[src/design/mgmt_pkg.sv]
// Purpose: Shared constants and types for the PHY management register bank.
// Assumes: Clause-22 management frames; two PHYs behind one management bus.
// Notes: Bit positions refer to the 16-bit basic control word.
package mgmt_pkg;

	// ----------------------------------------
	// Management addresses
	// ----------------------------------------
	localparam logic [4:0] PHY1_ADDR_RST = 5'h01;
	localparam logic [4:0] PHY_ADDR_STEP = 5'h01;
	localparam logic [7:0] GLOBAL_CTRL13_IDX = 8'h0F;
	localparam int ADDR_FIELD_MSB = 7;
	localparam int ADDR_FIELD_LSB = 3;

	// ----------------------------------------
	// Register indices
	// ----------------------------------------
	localparam logic [4:0] IDX_BASIC_CONTROL = 5'h00;
	localparam logic [4:0] IDX_BASIC_STATUS = 5'h01;
	localparam logic [4:0] IDX_IDENT_HIGH = 5'h02;
	localparam logic [4:0] IDX_IDENT_LOW = 5'h03;
	localparam logic [4:0] IDX_AN_ADVERT = 5'h04;
	localparam logic [4:0] IDX_AN_PARTNER = 5'h05;
	localparam logic [4:0] IDX_CABLE_DIAG = 5'h1D;
	localparam logic [4:0] IDX_SPECIAL = 5'h1F;

	// ----------------------------------------
	// Basic control fields
	// ----------------------------------------
	localparam int BIT_LOOPBACK = 14;
	localparam int BIT_FORCE_100 = 13;
	localparam int BIT_AUTONEG_ENABLE = 12;
	localparam int BIT_POWER_DOWN = 11;
	localparam int BIT_AN_RESTART = 9;
	localparam int BIT_FULL_DUPLEX = 8;
	localparam int BIT_XOVER_ALG = 5;
	localparam int BIT_FORCE_STRAIGHT = 4;
	localparam int BIT_DIS_XOVER = 3;
	localparam int BIT_DIS_FAR_FAULT = 2;
	localparam int BIT_DIS_TX = 1;
	localparam int BIT_DIS_LED = 0;
	localparam logic [15:0] CTRL_RST = 16'h1020;
	localparam logic [15:0] CTRL_STORE_MASK = 16'h793F;

	// ----------------------------------------
	// Alternate host port byte (port regs 29/45)
	// ----------------------------------------
	localparam int ALT_LOOPBACK = 0;
	localparam int ALT_FORCE_STRAIGHT = 1;
	localparam int ALT_DIS_XOVER = 2;
	localparam int ALT_POWER_DOWN = 3;
	localparam int ALT_DIS_FAR_FAULT = 4;
	localparam int ALT_AN_RESTART = 5;
	localparam int ALT_DIS_TX = 6;
	localparam int ALT_DIS_LED = 7;

	// ----------------------------------------
	// Frame timing in management clock bits
	// ----------------------------------------
	localparam logic [5:0] PREAMBLE_LEN = 6'd32;
	localparam logic [5:0] HDR_LAST = 6'd12;
	localparam logic [5:0] DATA_LAST = 6'd17;
	localparam logic [1:0] OP_READ = 2'b10;
	localparam logic [1:0] OP_WRITE = 2'b01;

	typedef enum logic [1:0] {
		M_IDLE,
		M_HDR,
		M_DATA
	} mstate_t;

endpackage : mgmt_pkg

[src/design/signal_sync.sv]
// Purpose: Two-flop synchroniser for levels from outside the clock domain.
// Assumes: Each bit is an independent level.
// Notes: Only the second stage is visible outside.
`timescale 1ns/1ns
module signal_sync #(
	parameter int WIDTH = 1
) (
	input wire logic sys_clk,
	input wire logic nrst,
	input wire logic [WIDTH-1:0] async_in,
	output logic [WIDTH-1:0] sync_out
);
	import mgmt_pkg::*;

	typedef struct packed {
		logic [WIDTH-1:0] s1;
		logic [WIDTH-1:0] s2;
	} sync_t;

	sync_t q;
	sync_t d;

	always_comb begin
		d.s1 = async_in;
		d.s2 = q.s1;
	end

	always_ff @(posedge sys_clk) begin
		if (!nrst) begin
			q <= '0;
		end else begin
			q <= d;
		end
	end

	assign sync_out = q.s2;

endmodule : signal_sync

[src/design/phy_ctrl_reg.sv]
// Purpose: Basic control word of one PHY, shared by two host mappings.
// Assumes: Both write strobes are single-cycle pulses on sys_clk.
// Notes: Restart is a pulse, never stored, so it reads back as zero.
`timescale 1ns/1ns
module phy_ctrl_reg (
	input wire logic sys_clk,
	input wire logic nrst,
	input wire logic mii_wr,
	input wire logic [15:0] mii_wdata,
	input wire logic alt_wr,
	input wire logic [7:0] alt_wdata,
	output logic [15:0] ctrl_word,
	output logic [7:0] alt_rdata,
	output logic restart_pulse
);
	import mgmt_pkg::*;

	typedef struct packed {
		logic [15:0] word;
		logic restart;
	} ctrl_t;

	localparam ctrl_t CTRL_Q_RST = '{word: CTRL_RST, restart: 1'b0};

	ctrl_t q;
	ctrl_t d;

	// ----------------------------------------
	// Write merge
	// ----------------------------------------
	// Management write applied last so it wins a same-cycle clash
	always_comb begin
		d = q;
		d.restart = 1'b0;
		if (alt_wr) begin
			d.word[BIT_LOOPBACK] = alt_wdata[ALT_LOOPBACK];
			d.word[BIT_FORCE_STRAIGHT] = alt_wdata[ALT_FORCE_STRAIGHT];
			d.word[BIT_DIS_XOVER] = alt_wdata[ALT_DIS_XOVER];
			d.word[BIT_POWER_DOWN] = alt_wdata[ALT_POWER_DOWN];
			d.word[BIT_DIS_FAR_FAULT] = alt_wdata[ALT_DIS_FAR_FAULT];
			d.word[BIT_DIS_TX] = alt_wdata[ALT_DIS_TX];
			d.word[BIT_DIS_LED] = alt_wdata[ALT_DIS_LED];
			d.restart = alt_wdata[ALT_AN_RESTART];
		end
		if (mii_wr) begin
			d.word = mii_wdata & CTRL_STORE_MASK;
			d.restart = mii_wdata[BIT_AN_RESTART];
		end
	end

	always_ff @(posedge sys_clk) begin
		if (!nrst) begin
			q <= CTRL_Q_RST;
		end else begin
			q <= d;
		end
	end

	assign ctrl_word = q.word;
	assign restart_pulse = q.restart;
	// Alternate mapping view of the same bits
	assign alt_rdata = {q.word[BIT_DIS_LED], q.word[BIT_DIS_TX], 1'b0,
		q.word[BIT_DIS_FAR_FAULT], q.word[BIT_POWER_DOWN], q.word[BIT_DIS_XOVER],
		q.word[BIT_FORCE_STRAIGHT], q.word[BIT_LOOPBACK]};

endmodule : phy_ctrl_reg

[src/design/phy_mgmt_bank.sv]
// Purpose: Management-bus slave and register bank for two PHYs.
// Assumes: mdc is slow against sys_clk (at least eight sys_clk per mdc).
// Notes: Status-type registers are served by the PHY core via aux ports.
`timescale 1ns/1ns

// How it works
// - After reset the first PHY answers at address 1, second at 2.
// - Both addresses reprogrammable from bits 7:3 of global control 0x0F.
// - Only indices 0 to 5, 0x1D and 0x1F are implemented per PHY.
// - Indices 6 to 0x1C and 0x1E do nothing; reads give zero.
// - Other host ports reach control bits through a different byte mapping.
// - First PHY bit 14 loops port 2 traffic; mirrors port register 29 bit 0.
// - Second PHY bit 14 loops port 1 traffic; mirrors register 45 bit 0.
// - Bit 12 enables auto-negotiation, reset 1; else bits 13, 8 force mode.
// - Writing 1 to bit 9 restarts auto-negotiation; 0 does nothing.
// - Bits 11, 1, 0 power down, stop transmit, stop LEDs; all reset 0.
// - Bit 5 picks the crossover detection algorithm; resets to 1.
// - Bit 4 forces straight wiring, transmitting on the receive pair.
// - Bit 3 set disables automatic crossover; reset value 0.
// - Bit 2 set disables far-end fault detection; reset value 0.
module phy_mgmt_bank #(
	parameter logic [15:0] IDENT_HIGH = 16'h0A5A,
	parameter logic [15:0] IDENT_LOW = 16'h5A50
) (
	input wire logic sys_clk,
	input wire logic nrst,
	input wire logic mdc,
	input wire logic mdio_in,
	output logic mdio_out,
	output logic mdio_oe,
	input wire logic global_ctrl13_wr,
	input wire logic [7:0] global_ctrl13_wdata,
	input wire logic alt_wr,
	input wire logic alt_sel,
	input wire logic [7:0] alt_wdata,
	output logic [7:0] alt_rdata,
	output logic [4:0] aux_index,
	output logic aux_phy,
	output logic aux_wr,
	output logic [15:0] aux_wdata,
	input wire logic [15:0] aux_rdata_p1,
	input wire logic [15:0] aux_rdata_p2,
	output logic [1:0] loopback,
	output logic [1:0] force_100,
	output logic [1:0] autoneg_enable,
	output logic [1:0] power_down,
	output logic [1:0] autoneg_restart,
	output logic [1:0] full_duplex,
	output logic [1:0] crossover_algorithm_select,
	output logic [1:0] force_straight_wiring,
	output logic [1:0] disable_auto_crossover,
	output logic [1:0] disable_far_end_fault,
	output logic [1:0] disable_transmit,
	output logic [1:0] disable_led
);
	import mgmt_pkg::*;

	// ----------------------------------------
	// State
	// ----------------------------------------
	typedef struct packed {
		mgmt_pkg::mstate_t st;
		logic [5:0] cnt;
		logic [12:0] hdr;
		logic [15:0] sh;
		logic hit;
		logic rd;
		logic phy_sel;
		logic oe;
		logic out;
		logic mdc_d;
		logic [4:0] base;
		logic [1:0] mii_wr;
		logic aux_wr;
	} bank_t;

	localparam bank_t BANK_RST = '{st: M_IDLE, base: PHY1_ADDR_RST, default: '0};

	bank_t q;
	bank_t d;

	logic mdc_s;
	logic mdio_s;
	logic rise;
	logic [12:0] hdr_full;
	logic [4:0] addr_p1;
	logic [4:0] addr_p2;
	logic [15:0] ctrl_word [2];
	logic [7:0] alt_rd [2];
	logic [1:0] restart;
	logic [15:0] rd_word;
	logic hdr_frame_ok;
	logic hdr_addr_hit;
	logic hdr_is_read;
	logic [4:0] cur_index;
	logic idx_is_ctrl;
	logic idx_is_aux;
	logic idx_aux_wr;

	// ----------------------------------------
	// Pin synchronisers
	// ----------------------------------------
	signal_sync #(
		.WIDTH(2)
	) u_sync (
		.sys_clk(sys_clk),
		.nrst(nrst),
		.async_in({mdc, mdio_in}),
		.sync_out({mdc_s, mdio_s})
	);

	// Edges found on the synced clock, never the first stage
	assign rise = mdc_s & ~q.mdc_d;
	assign hdr_full = {q.hdr[11:0], mdio_s};

	// ----------------------------------------
	// Address decode
	// ----------------------------------------
	assign addr_p1 = q.base;
	assign addr_p2 = 5'(q.base + PHY_ADDR_STEP);
	assign hdr_addr_hit = (hdr_full[9:5] == addr_p1) || (hdr_full[9:5] == addr_p2);

	// ----------------------------------------
	// Header decode
	// ----------------------------------------
	// Bad start bit or opcode: rest of the frame is ignored, never driven
	assign hdr_frame_ok = hdr_full[12]
		&& (hdr_full[11:10] == OP_READ || hdr_full[11:10] == OP_WRITE);
	assign hdr_is_read = (hdr_full[11:10] == OP_READ);
	assign cur_index = q.hdr[4:0];

	// ----------------------------------------
	// Register index classes
	// ----------------------------------------
	// Unlisted indices fall through with no class
	always_comb begin
		idx_is_ctrl = 1'b0;
		idx_is_aux = 1'b0;
		idx_aux_wr = 1'b0;
		if (cur_index == IDX_BASIC_CONTROL) begin
			idx_is_ctrl = 1'b1;
		end else if (cur_index == IDX_BASIC_STATUS) begin
			idx_is_aux = 1'b1;
		end else if (cur_index == IDX_AN_ADVERT) begin
			idx_is_aux = 1'b1;
			idx_aux_wr = 1'b1;
		end else if (cur_index == IDX_AN_PARTNER) begin
			idx_is_aux = 1'b1;
		end else if (cur_index == IDX_CABLE_DIAG) begin
			idx_is_aux = 1'b1;
			idx_aux_wr = 1'b1;
		end else if (cur_index == IDX_SPECIAL) begin
			idx_is_aux = 1'b1;
			idx_aux_wr = 1'b1;
		end
	end

	// ----------------------------------------
	// Read data select
	// ----------------------------------------
	always_comb begin
		// Taken at the first turnaround bit, once the index is complete
		rd_word = '0;
		if (idx_is_ctrl) begin
			rd_word = ctrl_word[q.phy_sel];
		end else if (cur_index == IDX_IDENT_HIGH) begin
			rd_word = IDENT_HIGH;
		end else if (cur_index == IDX_IDENT_LOW) begin
			rd_word = IDENT_LOW;
		end else if (idx_is_aux) begin
			rd_word = q.phy_sel ? aux_rdata_p2 : aux_rdata_p1;
		end
	end

	// ----------------------------------------
	// Frame engine
	// ----------------------------------------
	always_comb begin
		d = q;
		d.mdc_d = mdc_s;
		d.mii_wr = 2'b00;
		d.aux_wr = 1'b0;
		if (global_ctrl13_wr) begin
			d.base = global_ctrl13_wdata[ADDR_FIELD_MSB:ADDR_FIELD_LSB];
		end
		if (rise) begin
			case (q.st)
				M_IDLE: begin
					// Needs a full preamble; a short one is simply not a frame
					if (mdio_s) begin
						if (q.cnt != PREAMBLE_LEN) begin
							d.cnt = 6'(q.cnt + 6'd1);
						end
					end else if (q.cnt == PREAMBLE_LEN) begin
						d.st = M_HDR;
						d.cnt = '0;
					end else begin
						d.cnt = '0;
					end
				end
				M_HDR: begin
					d.hdr = hdr_full;
					d.cnt = 6'(q.cnt + 6'd1);
					if (q.cnt == HDR_LAST) begin
						d.cnt = '0;
						d.rd = hdr_is_read;
						d.phy_sel = (hdr_full[9:5] == addr_p2);
						// Unaddressed frames still run on, so the bit count stays aligned
						d.hit = hdr_frame_ok && hdr_addr_hit;
						d.st = hdr_frame_ok ? M_DATA : M_IDLE;
					end
				end
				M_DATA: begin
					d.cnt = 6'(q.cnt + 6'd1);
					if (q.cnt == 6'd0) begin
						// Second turnaround bit driven low only when addressed
						d.oe = q.hit & q.rd;
						d.out = 1'b0;
						d.sh = rd_word;
					end else if (q.rd) begin
						if (q.cnt == DATA_LAST) begin
							d.oe = 1'b0;
						end else begin
							d.out = q.sh[15];
							d.sh = {q.sh[14:0], 1'b0};
						end
					end else if (q.cnt != 6'd1) begin
						d.sh = {q.sh[14:0], mdio_s};
					end
					if (q.cnt == DATA_LAST) begin
						d.st = M_IDLE;
						d.cnt = '0;
						if (q.hit && !q.rd) begin
							if (idx_is_ctrl) begin
								d.mii_wr[q.phy_sel] = 1'b1;
							end else if (idx_aux_wr) begin
								d.aux_wr = 1'b1;
							end
							// Remaining indices swallow the write
						end
					end
				end
				default: begin
					d.st = M_IDLE;
					d.cnt = '0;
				end
			endcase
		end
	end

	always_ff @(posedge sys_clk) begin
		if (!nrst) begin
			q <= BANK_RST;
		end else begin
			q <= d;
		end
	end

	// ----------------------------------------
	// Control registers, one per PHY
	// ----------------------------------------
	generate
		for (genvar p = 0; p < 2; p++) begin : g_phy
			phy_ctrl_reg u_ctrl (
				.sys_clk(sys_clk),
				.nrst(nrst),
				.mii_wr(q.mii_wr[p]),
				.mii_wdata(q.sh),
				.alt_wr(alt_wr && (alt_sel == 1'(p))),
				.alt_wdata(alt_wdata),
				.ctrl_word(ctrl_word[p]),
				.alt_rdata(alt_rd[p]),
				.restart_pulse(restart[p])
			);
			assign loopback[p] = ctrl_word[p][BIT_LOOPBACK];
			assign force_100[p] = ctrl_word[p][BIT_FORCE_100];
			assign autoneg_enable[p] = ctrl_word[p][BIT_AUTONEG_ENABLE];
			assign full_duplex[p] = ctrl_word[p][BIT_FULL_DUPLEX];
			assign power_down[p] = ctrl_word[p][BIT_POWER_DOWN];
			assign disable_transmit[p] = ctrl_word[p][BIT_DIS_TX];
			assign disable_led[p] = ctrl_word[p][BIT_DIS_LED];
			assign crossover_algorithm_select[p] = ctrl_word[p][BIT_XOVER_ALG];
			assign force_straight_wiring[p] = ctrl_word[p][BIT_FORCE_STRAIGHT];
			assign disable_auto_crossover[p] = ctrl_word[p][BIT_DIS_XOVER];
			assign disable_far_end_fault[p] = ctrl_word[p][BIT_DIS_FAR_FAULT];
			assign autoneg_restart[p] = restart[p];
		end
	endgenerate

	// ----------------------------------------
	// Outputs
	// ----------------------------------------
	assign alt_rdata = alt_rd[alt_sel];
	assign mdio_out = q.out;
	assign mdio_oe = q.oe;
	assign aux_index = q.hdr[4:0];
	assign aux_phy = q.phy_sel;
	assign aux_wr = q.aux_wr;
	assign aux_wdata = q.sh;

endmodule : phy_mgmt_bank

[config.mk]
export PLATFORM = sky130hd
export DESIGN_NAME = phy_mgmt_bank
export DESIGN_NICKNAME = d
export VERILOG_FILES = /design/src/design/mgmt_pkg.sv /design/src/design/signal_sync.sv /design/src/design/phy_ctrl_reg.sv /design/src/design/phy_mgmt_bank.sv
export SDC_FILE = /design/constraint.sdc
export NUM_CORES = 1
export LEC_CHECK = 0
export BUFFER_PORTS_ARGS = -buffer_cell sky130_fd_sc_hd__buf_2
export CAP_MARGIN = 20
export CORE_MARGIN = 8
export CORE_UTILIZATION = 44
export DETAILED_ROUTE_END_ITERATION = 8
export PLACE_DENSITY = 0.72
export SYNTH_ARGS = -nofsm -noshare
export SYNTH_HDL_FRONTEND = slang
export SYNTH_SLANG_ARGS = --single-unit
[constraint.sdc]
create_clock -name sys_clk -period 3.9 [get_ports sys_clk]
set_clock_uncertainty 0.1 [all_clocks]
set_input_delay 0.195 -clock sys_clk [delete_from_list [all_inputs] [get_ports sys_clk]]
set_output_delay 0.195 -clock sys_clk [all_outputs]
set_load 0.02 [all_outputs]
==> results.yml <==
place:
  gp_congestion: 0.818
  numPortBuffers: 107
  place_hpwl_um: 8240
clock_tree:
  cts.sinks: 78
  clkTransAtPathRegs_ps: 90
  cts_resized: 0
  cts_root_buf: "clkbuf_8"
  clkLatencyLatePin_ps: 350
  cts_max_path_buffers: 2
  h-tree-depth: 3
  cts_buffers: 9
  cts_tree: "yes"
pwr:
  ir_worst_vdd_uv: 140
  p_leak_nw: 1.96
  power.density_nw_per_um2: 324
finish:
  nFillCells: 945
  final_cell_mix: "buf_2, dfxtp_1, nand2_1"
  mostFrequentLayoutCell: "buf_2"
  syn_to_final_growth_pct: 15.9
  final_core_util_pct: 51.4
  drive_gt1_share_pct: 24.6
  nets: 649
floorplan:
  ios: 112
  dieArea_um2: 13100
  initial_core_util_pct: 44.4
  core_um2: 9590
  placementRows: 36
  die_h_um: 114
  die_w_um: 114
synth:
  yosysTopAreaCell: "dfxtp_1"
  yosysWarnings: 0
  synthTopCellsByArea: "dfxtp_1, mux2i_1, nand2_1"
  syn_inst: 520
  synthDistinctLibCells: 57
  synth-edff-count: 0
  synth.top_cell.area_share_pct: 36.7
  synth_area_um2: 4260
  postSynthAreaPerCell_um2: 8.19
  ys.flop_type: "dfxtp_1"
  synth_seq_cells: 78
  yosysSeqAreaShare_pct: 36.7
  synthArstFlopShare_pct: 0
  syn_nets: 580
global_route:
  grt_use_total_pct: 17.6
  grt_max_degree: 47
  antenna_found_initial: 0
  grt_remaining_overflow: 0
  grt_pass1_wl_um: 18500
  first_global_vias: 3769
timing:
  timing.final.crit_share_pct: 62.6
  max_freq_mhz: 409
  fin_crit_ps: 2440
  rsz0062_at_grt: "no"
  tightest_slew_ps: 923
  slew_viol_final: 0
  setup_tns_ps: 0
  finalHoldViolCount: 0
  slew_headroom_pct: 38.5
  setup_viol: 0
routing:
  drt-met1-wl_um: 4860
  postRouteAntennaNets: 0
  drc: 0
  route.vias.total: 3925
  dr.pass1.iters: 4
  totalWireLength_um: 11400
  vias_per_cell: 5.39
  drt-initial-drc-count: 305
  wl_met3_um: 850
  top_layer_used: "met4"
  route.met2.wl_um: 5480
  wl_per_cell_um: 15.7
outcome:
  status: "complete, no violations"
setup_path:
  crit_slowest_cell: "o21a_1"
  end_kind: "flop"
  cp_max_fo: 29
  critical_path_class: "flop to flop"
  crit_path_start_kind: "flop"
  crit_family: "compound AO/OA/AOI/OAI gates"
  path_buf_inv: 2
  critical_path_arrival_ps: 2610
  crit_chain: "inv_1 -> ha_1 -> nand2b_4 -> nor4_4 -> buf_4 -> o21a_1 -> o211ai_1 -> o22ai_1"
  cpPeakStageDelay_ps: 710
  required_ps: 4060
run:
  max_cap_violations: 0
worst_hold_path:
  hold_class: "input pin to flop"
## final cells by class
cell class                 count  area (um^2)  area share [%]
antenna                        1         2.50          0.0507
clock buffer                  10          138            2.79
clock inverter                 6         70.1            1.42
inverter                      10         37.5           0.761
multi-input combinational    372         2320            47.1
sequential                    78         1560            31.7
tap                          133          166            3.37
timing repair buffer         118          633            12.8
## state kept, by name, indices dropped and copies added (netlist names)
register	flops
addr_p1	5
aux_index	5
aux_phy	1
aux_wdata	16
aux_wr	1
g_phy.u_ctrl.ctrl_word	22
g_phy.u_ctrl.restart_pulse	2
hdr_full	7
mdio_oe	1
mdio_out	1
q	13
u_sync.d	2
u_sync.sync_out	2
## worst paths after layout
path	startpoint	end	slack [ps]	cells after the start
worst max-delay path	q[43]	aux_wdata[11]	1460	8
worst min-delay path	global_ctrl13_wr	addr_p1[0]	80	3
worst max register to register	q[43]	aux_wdata[11]	1460	8
worst min register to register	u_sync.d[0]	u_sync.sync_out[0]	330	1
## cells by family after synthesis
kind of cell,Yosys count,synth area share (%)
and+or+nand+nor,189,21.8
other,1,0.0881
xor gates and xnor gates,6,1.23
buffers and inverters,70,8.91
muxes,57,13.7
DFF,78,36.7
AOI/OAI and AO/OA,114,16.1
adders and majority gates,5,1.47
## metal layers
| layer | global-route usage (%) | vias to the layer above |
|---|---|---|
| met5 | 0 | - |
| met4 | 7.63 | 0 |
| met3 | 4.48 | 21 |
| met2 | 29.4 | 103 |
| met1 | 20.9 | 1855 |
| li1 | - | 1946 |
## synth_stat cells, types with 2 or more instances
| cell type | count |
|---|---|
| o211ai_1 | 4 |
| nor4_1 | 2 |
| o221ai_1 | 4 |
| o31ai_1 | 2 |
| buf_4 | 25 |
| mux2_2 | 9 |
| mux2i_1 | 48 |
| a21oi_1 | 53 |
| nand3b_1 | 2 |
| nand4_1 | 3 |
| nand3_1 | 18 |
| nor2_1 | 45 |
| a22oi_1 | 4 |
| or3_1 | 5 |
| nor3_1 | 13 |
| inv_1 | 10 |
| xor2_1 | 3 |
| dfxtp_1 | 78 |
| and3_1 | 2 |
| buf_2 | 12 |
| o32ai_1 | 4 |
| or4_1 | 2 |
| o22ai_1 | 3 |
| nor3b_1 | 3 |
| and2_1 | 6 |
| nor2b_1 | 2 |
| ha_1 | 5 |
| o2111ai_1 | 4 |
| clkbuf_1 | 21 |
| o21ai_0 | 20 |
| a31oi_1 | 9 |
| xnor2_1 | 3 |
| nand2_1 | 72 |
## through the flow
| stage | power (mW) | area, um^2 | worst slack [ps] | hold WS [ps] | cells |
|---|---|---|---|---|---|
| after global placement | 0.978 | 4650 | 1490 | 306 | 703 |
| final | 1.60 | 4930 | 1460 | 80.9 | 728 |
| after global routing | 1.67 | 4930 | 1200 | 105 | 727 |
| after CTS | 1.61 | 4930 | 1390 | 65.9 | 726 |
| after detailed placement | 0.982 | 4650 | 1400 | 305 | 703 |
| after floorplan | 0.928 | 4260 | 2000 | 222 | 520 |
## worst reg2reg max path: cells and delay by family (launching register included)
kind                     cells  cell delay [ps]
buffers and inverters        2              370
adder cells (fa/ha/maj)      1              210
flip-flops                   1              350
AO/OA/AOI/OAI                3             1100
AND/OR/NAND/NOR              2              250
## repair_timing
| item | 4_1_cts | 5_1_grt |
|---|---|---|
| endpoints found under the hold margin | 7 | 0 |
| setup buffers | 0 | 0 |
| setup endpoints to repair | 0 | 0 |
| hold buffers | 7 | 0 |
## power breakdown
part | total (mW) | internal [mW] | switching, mW
registers | 0.820 | 0.808 | 0.0115
clock network | 0.630 | 0.316 | 0.314
logic | 0.150 | 0.0664 | 0.0839
total | 1.60 | 1.19 | 0.409
Note: power is estimated with default switching activity, not from simulation.
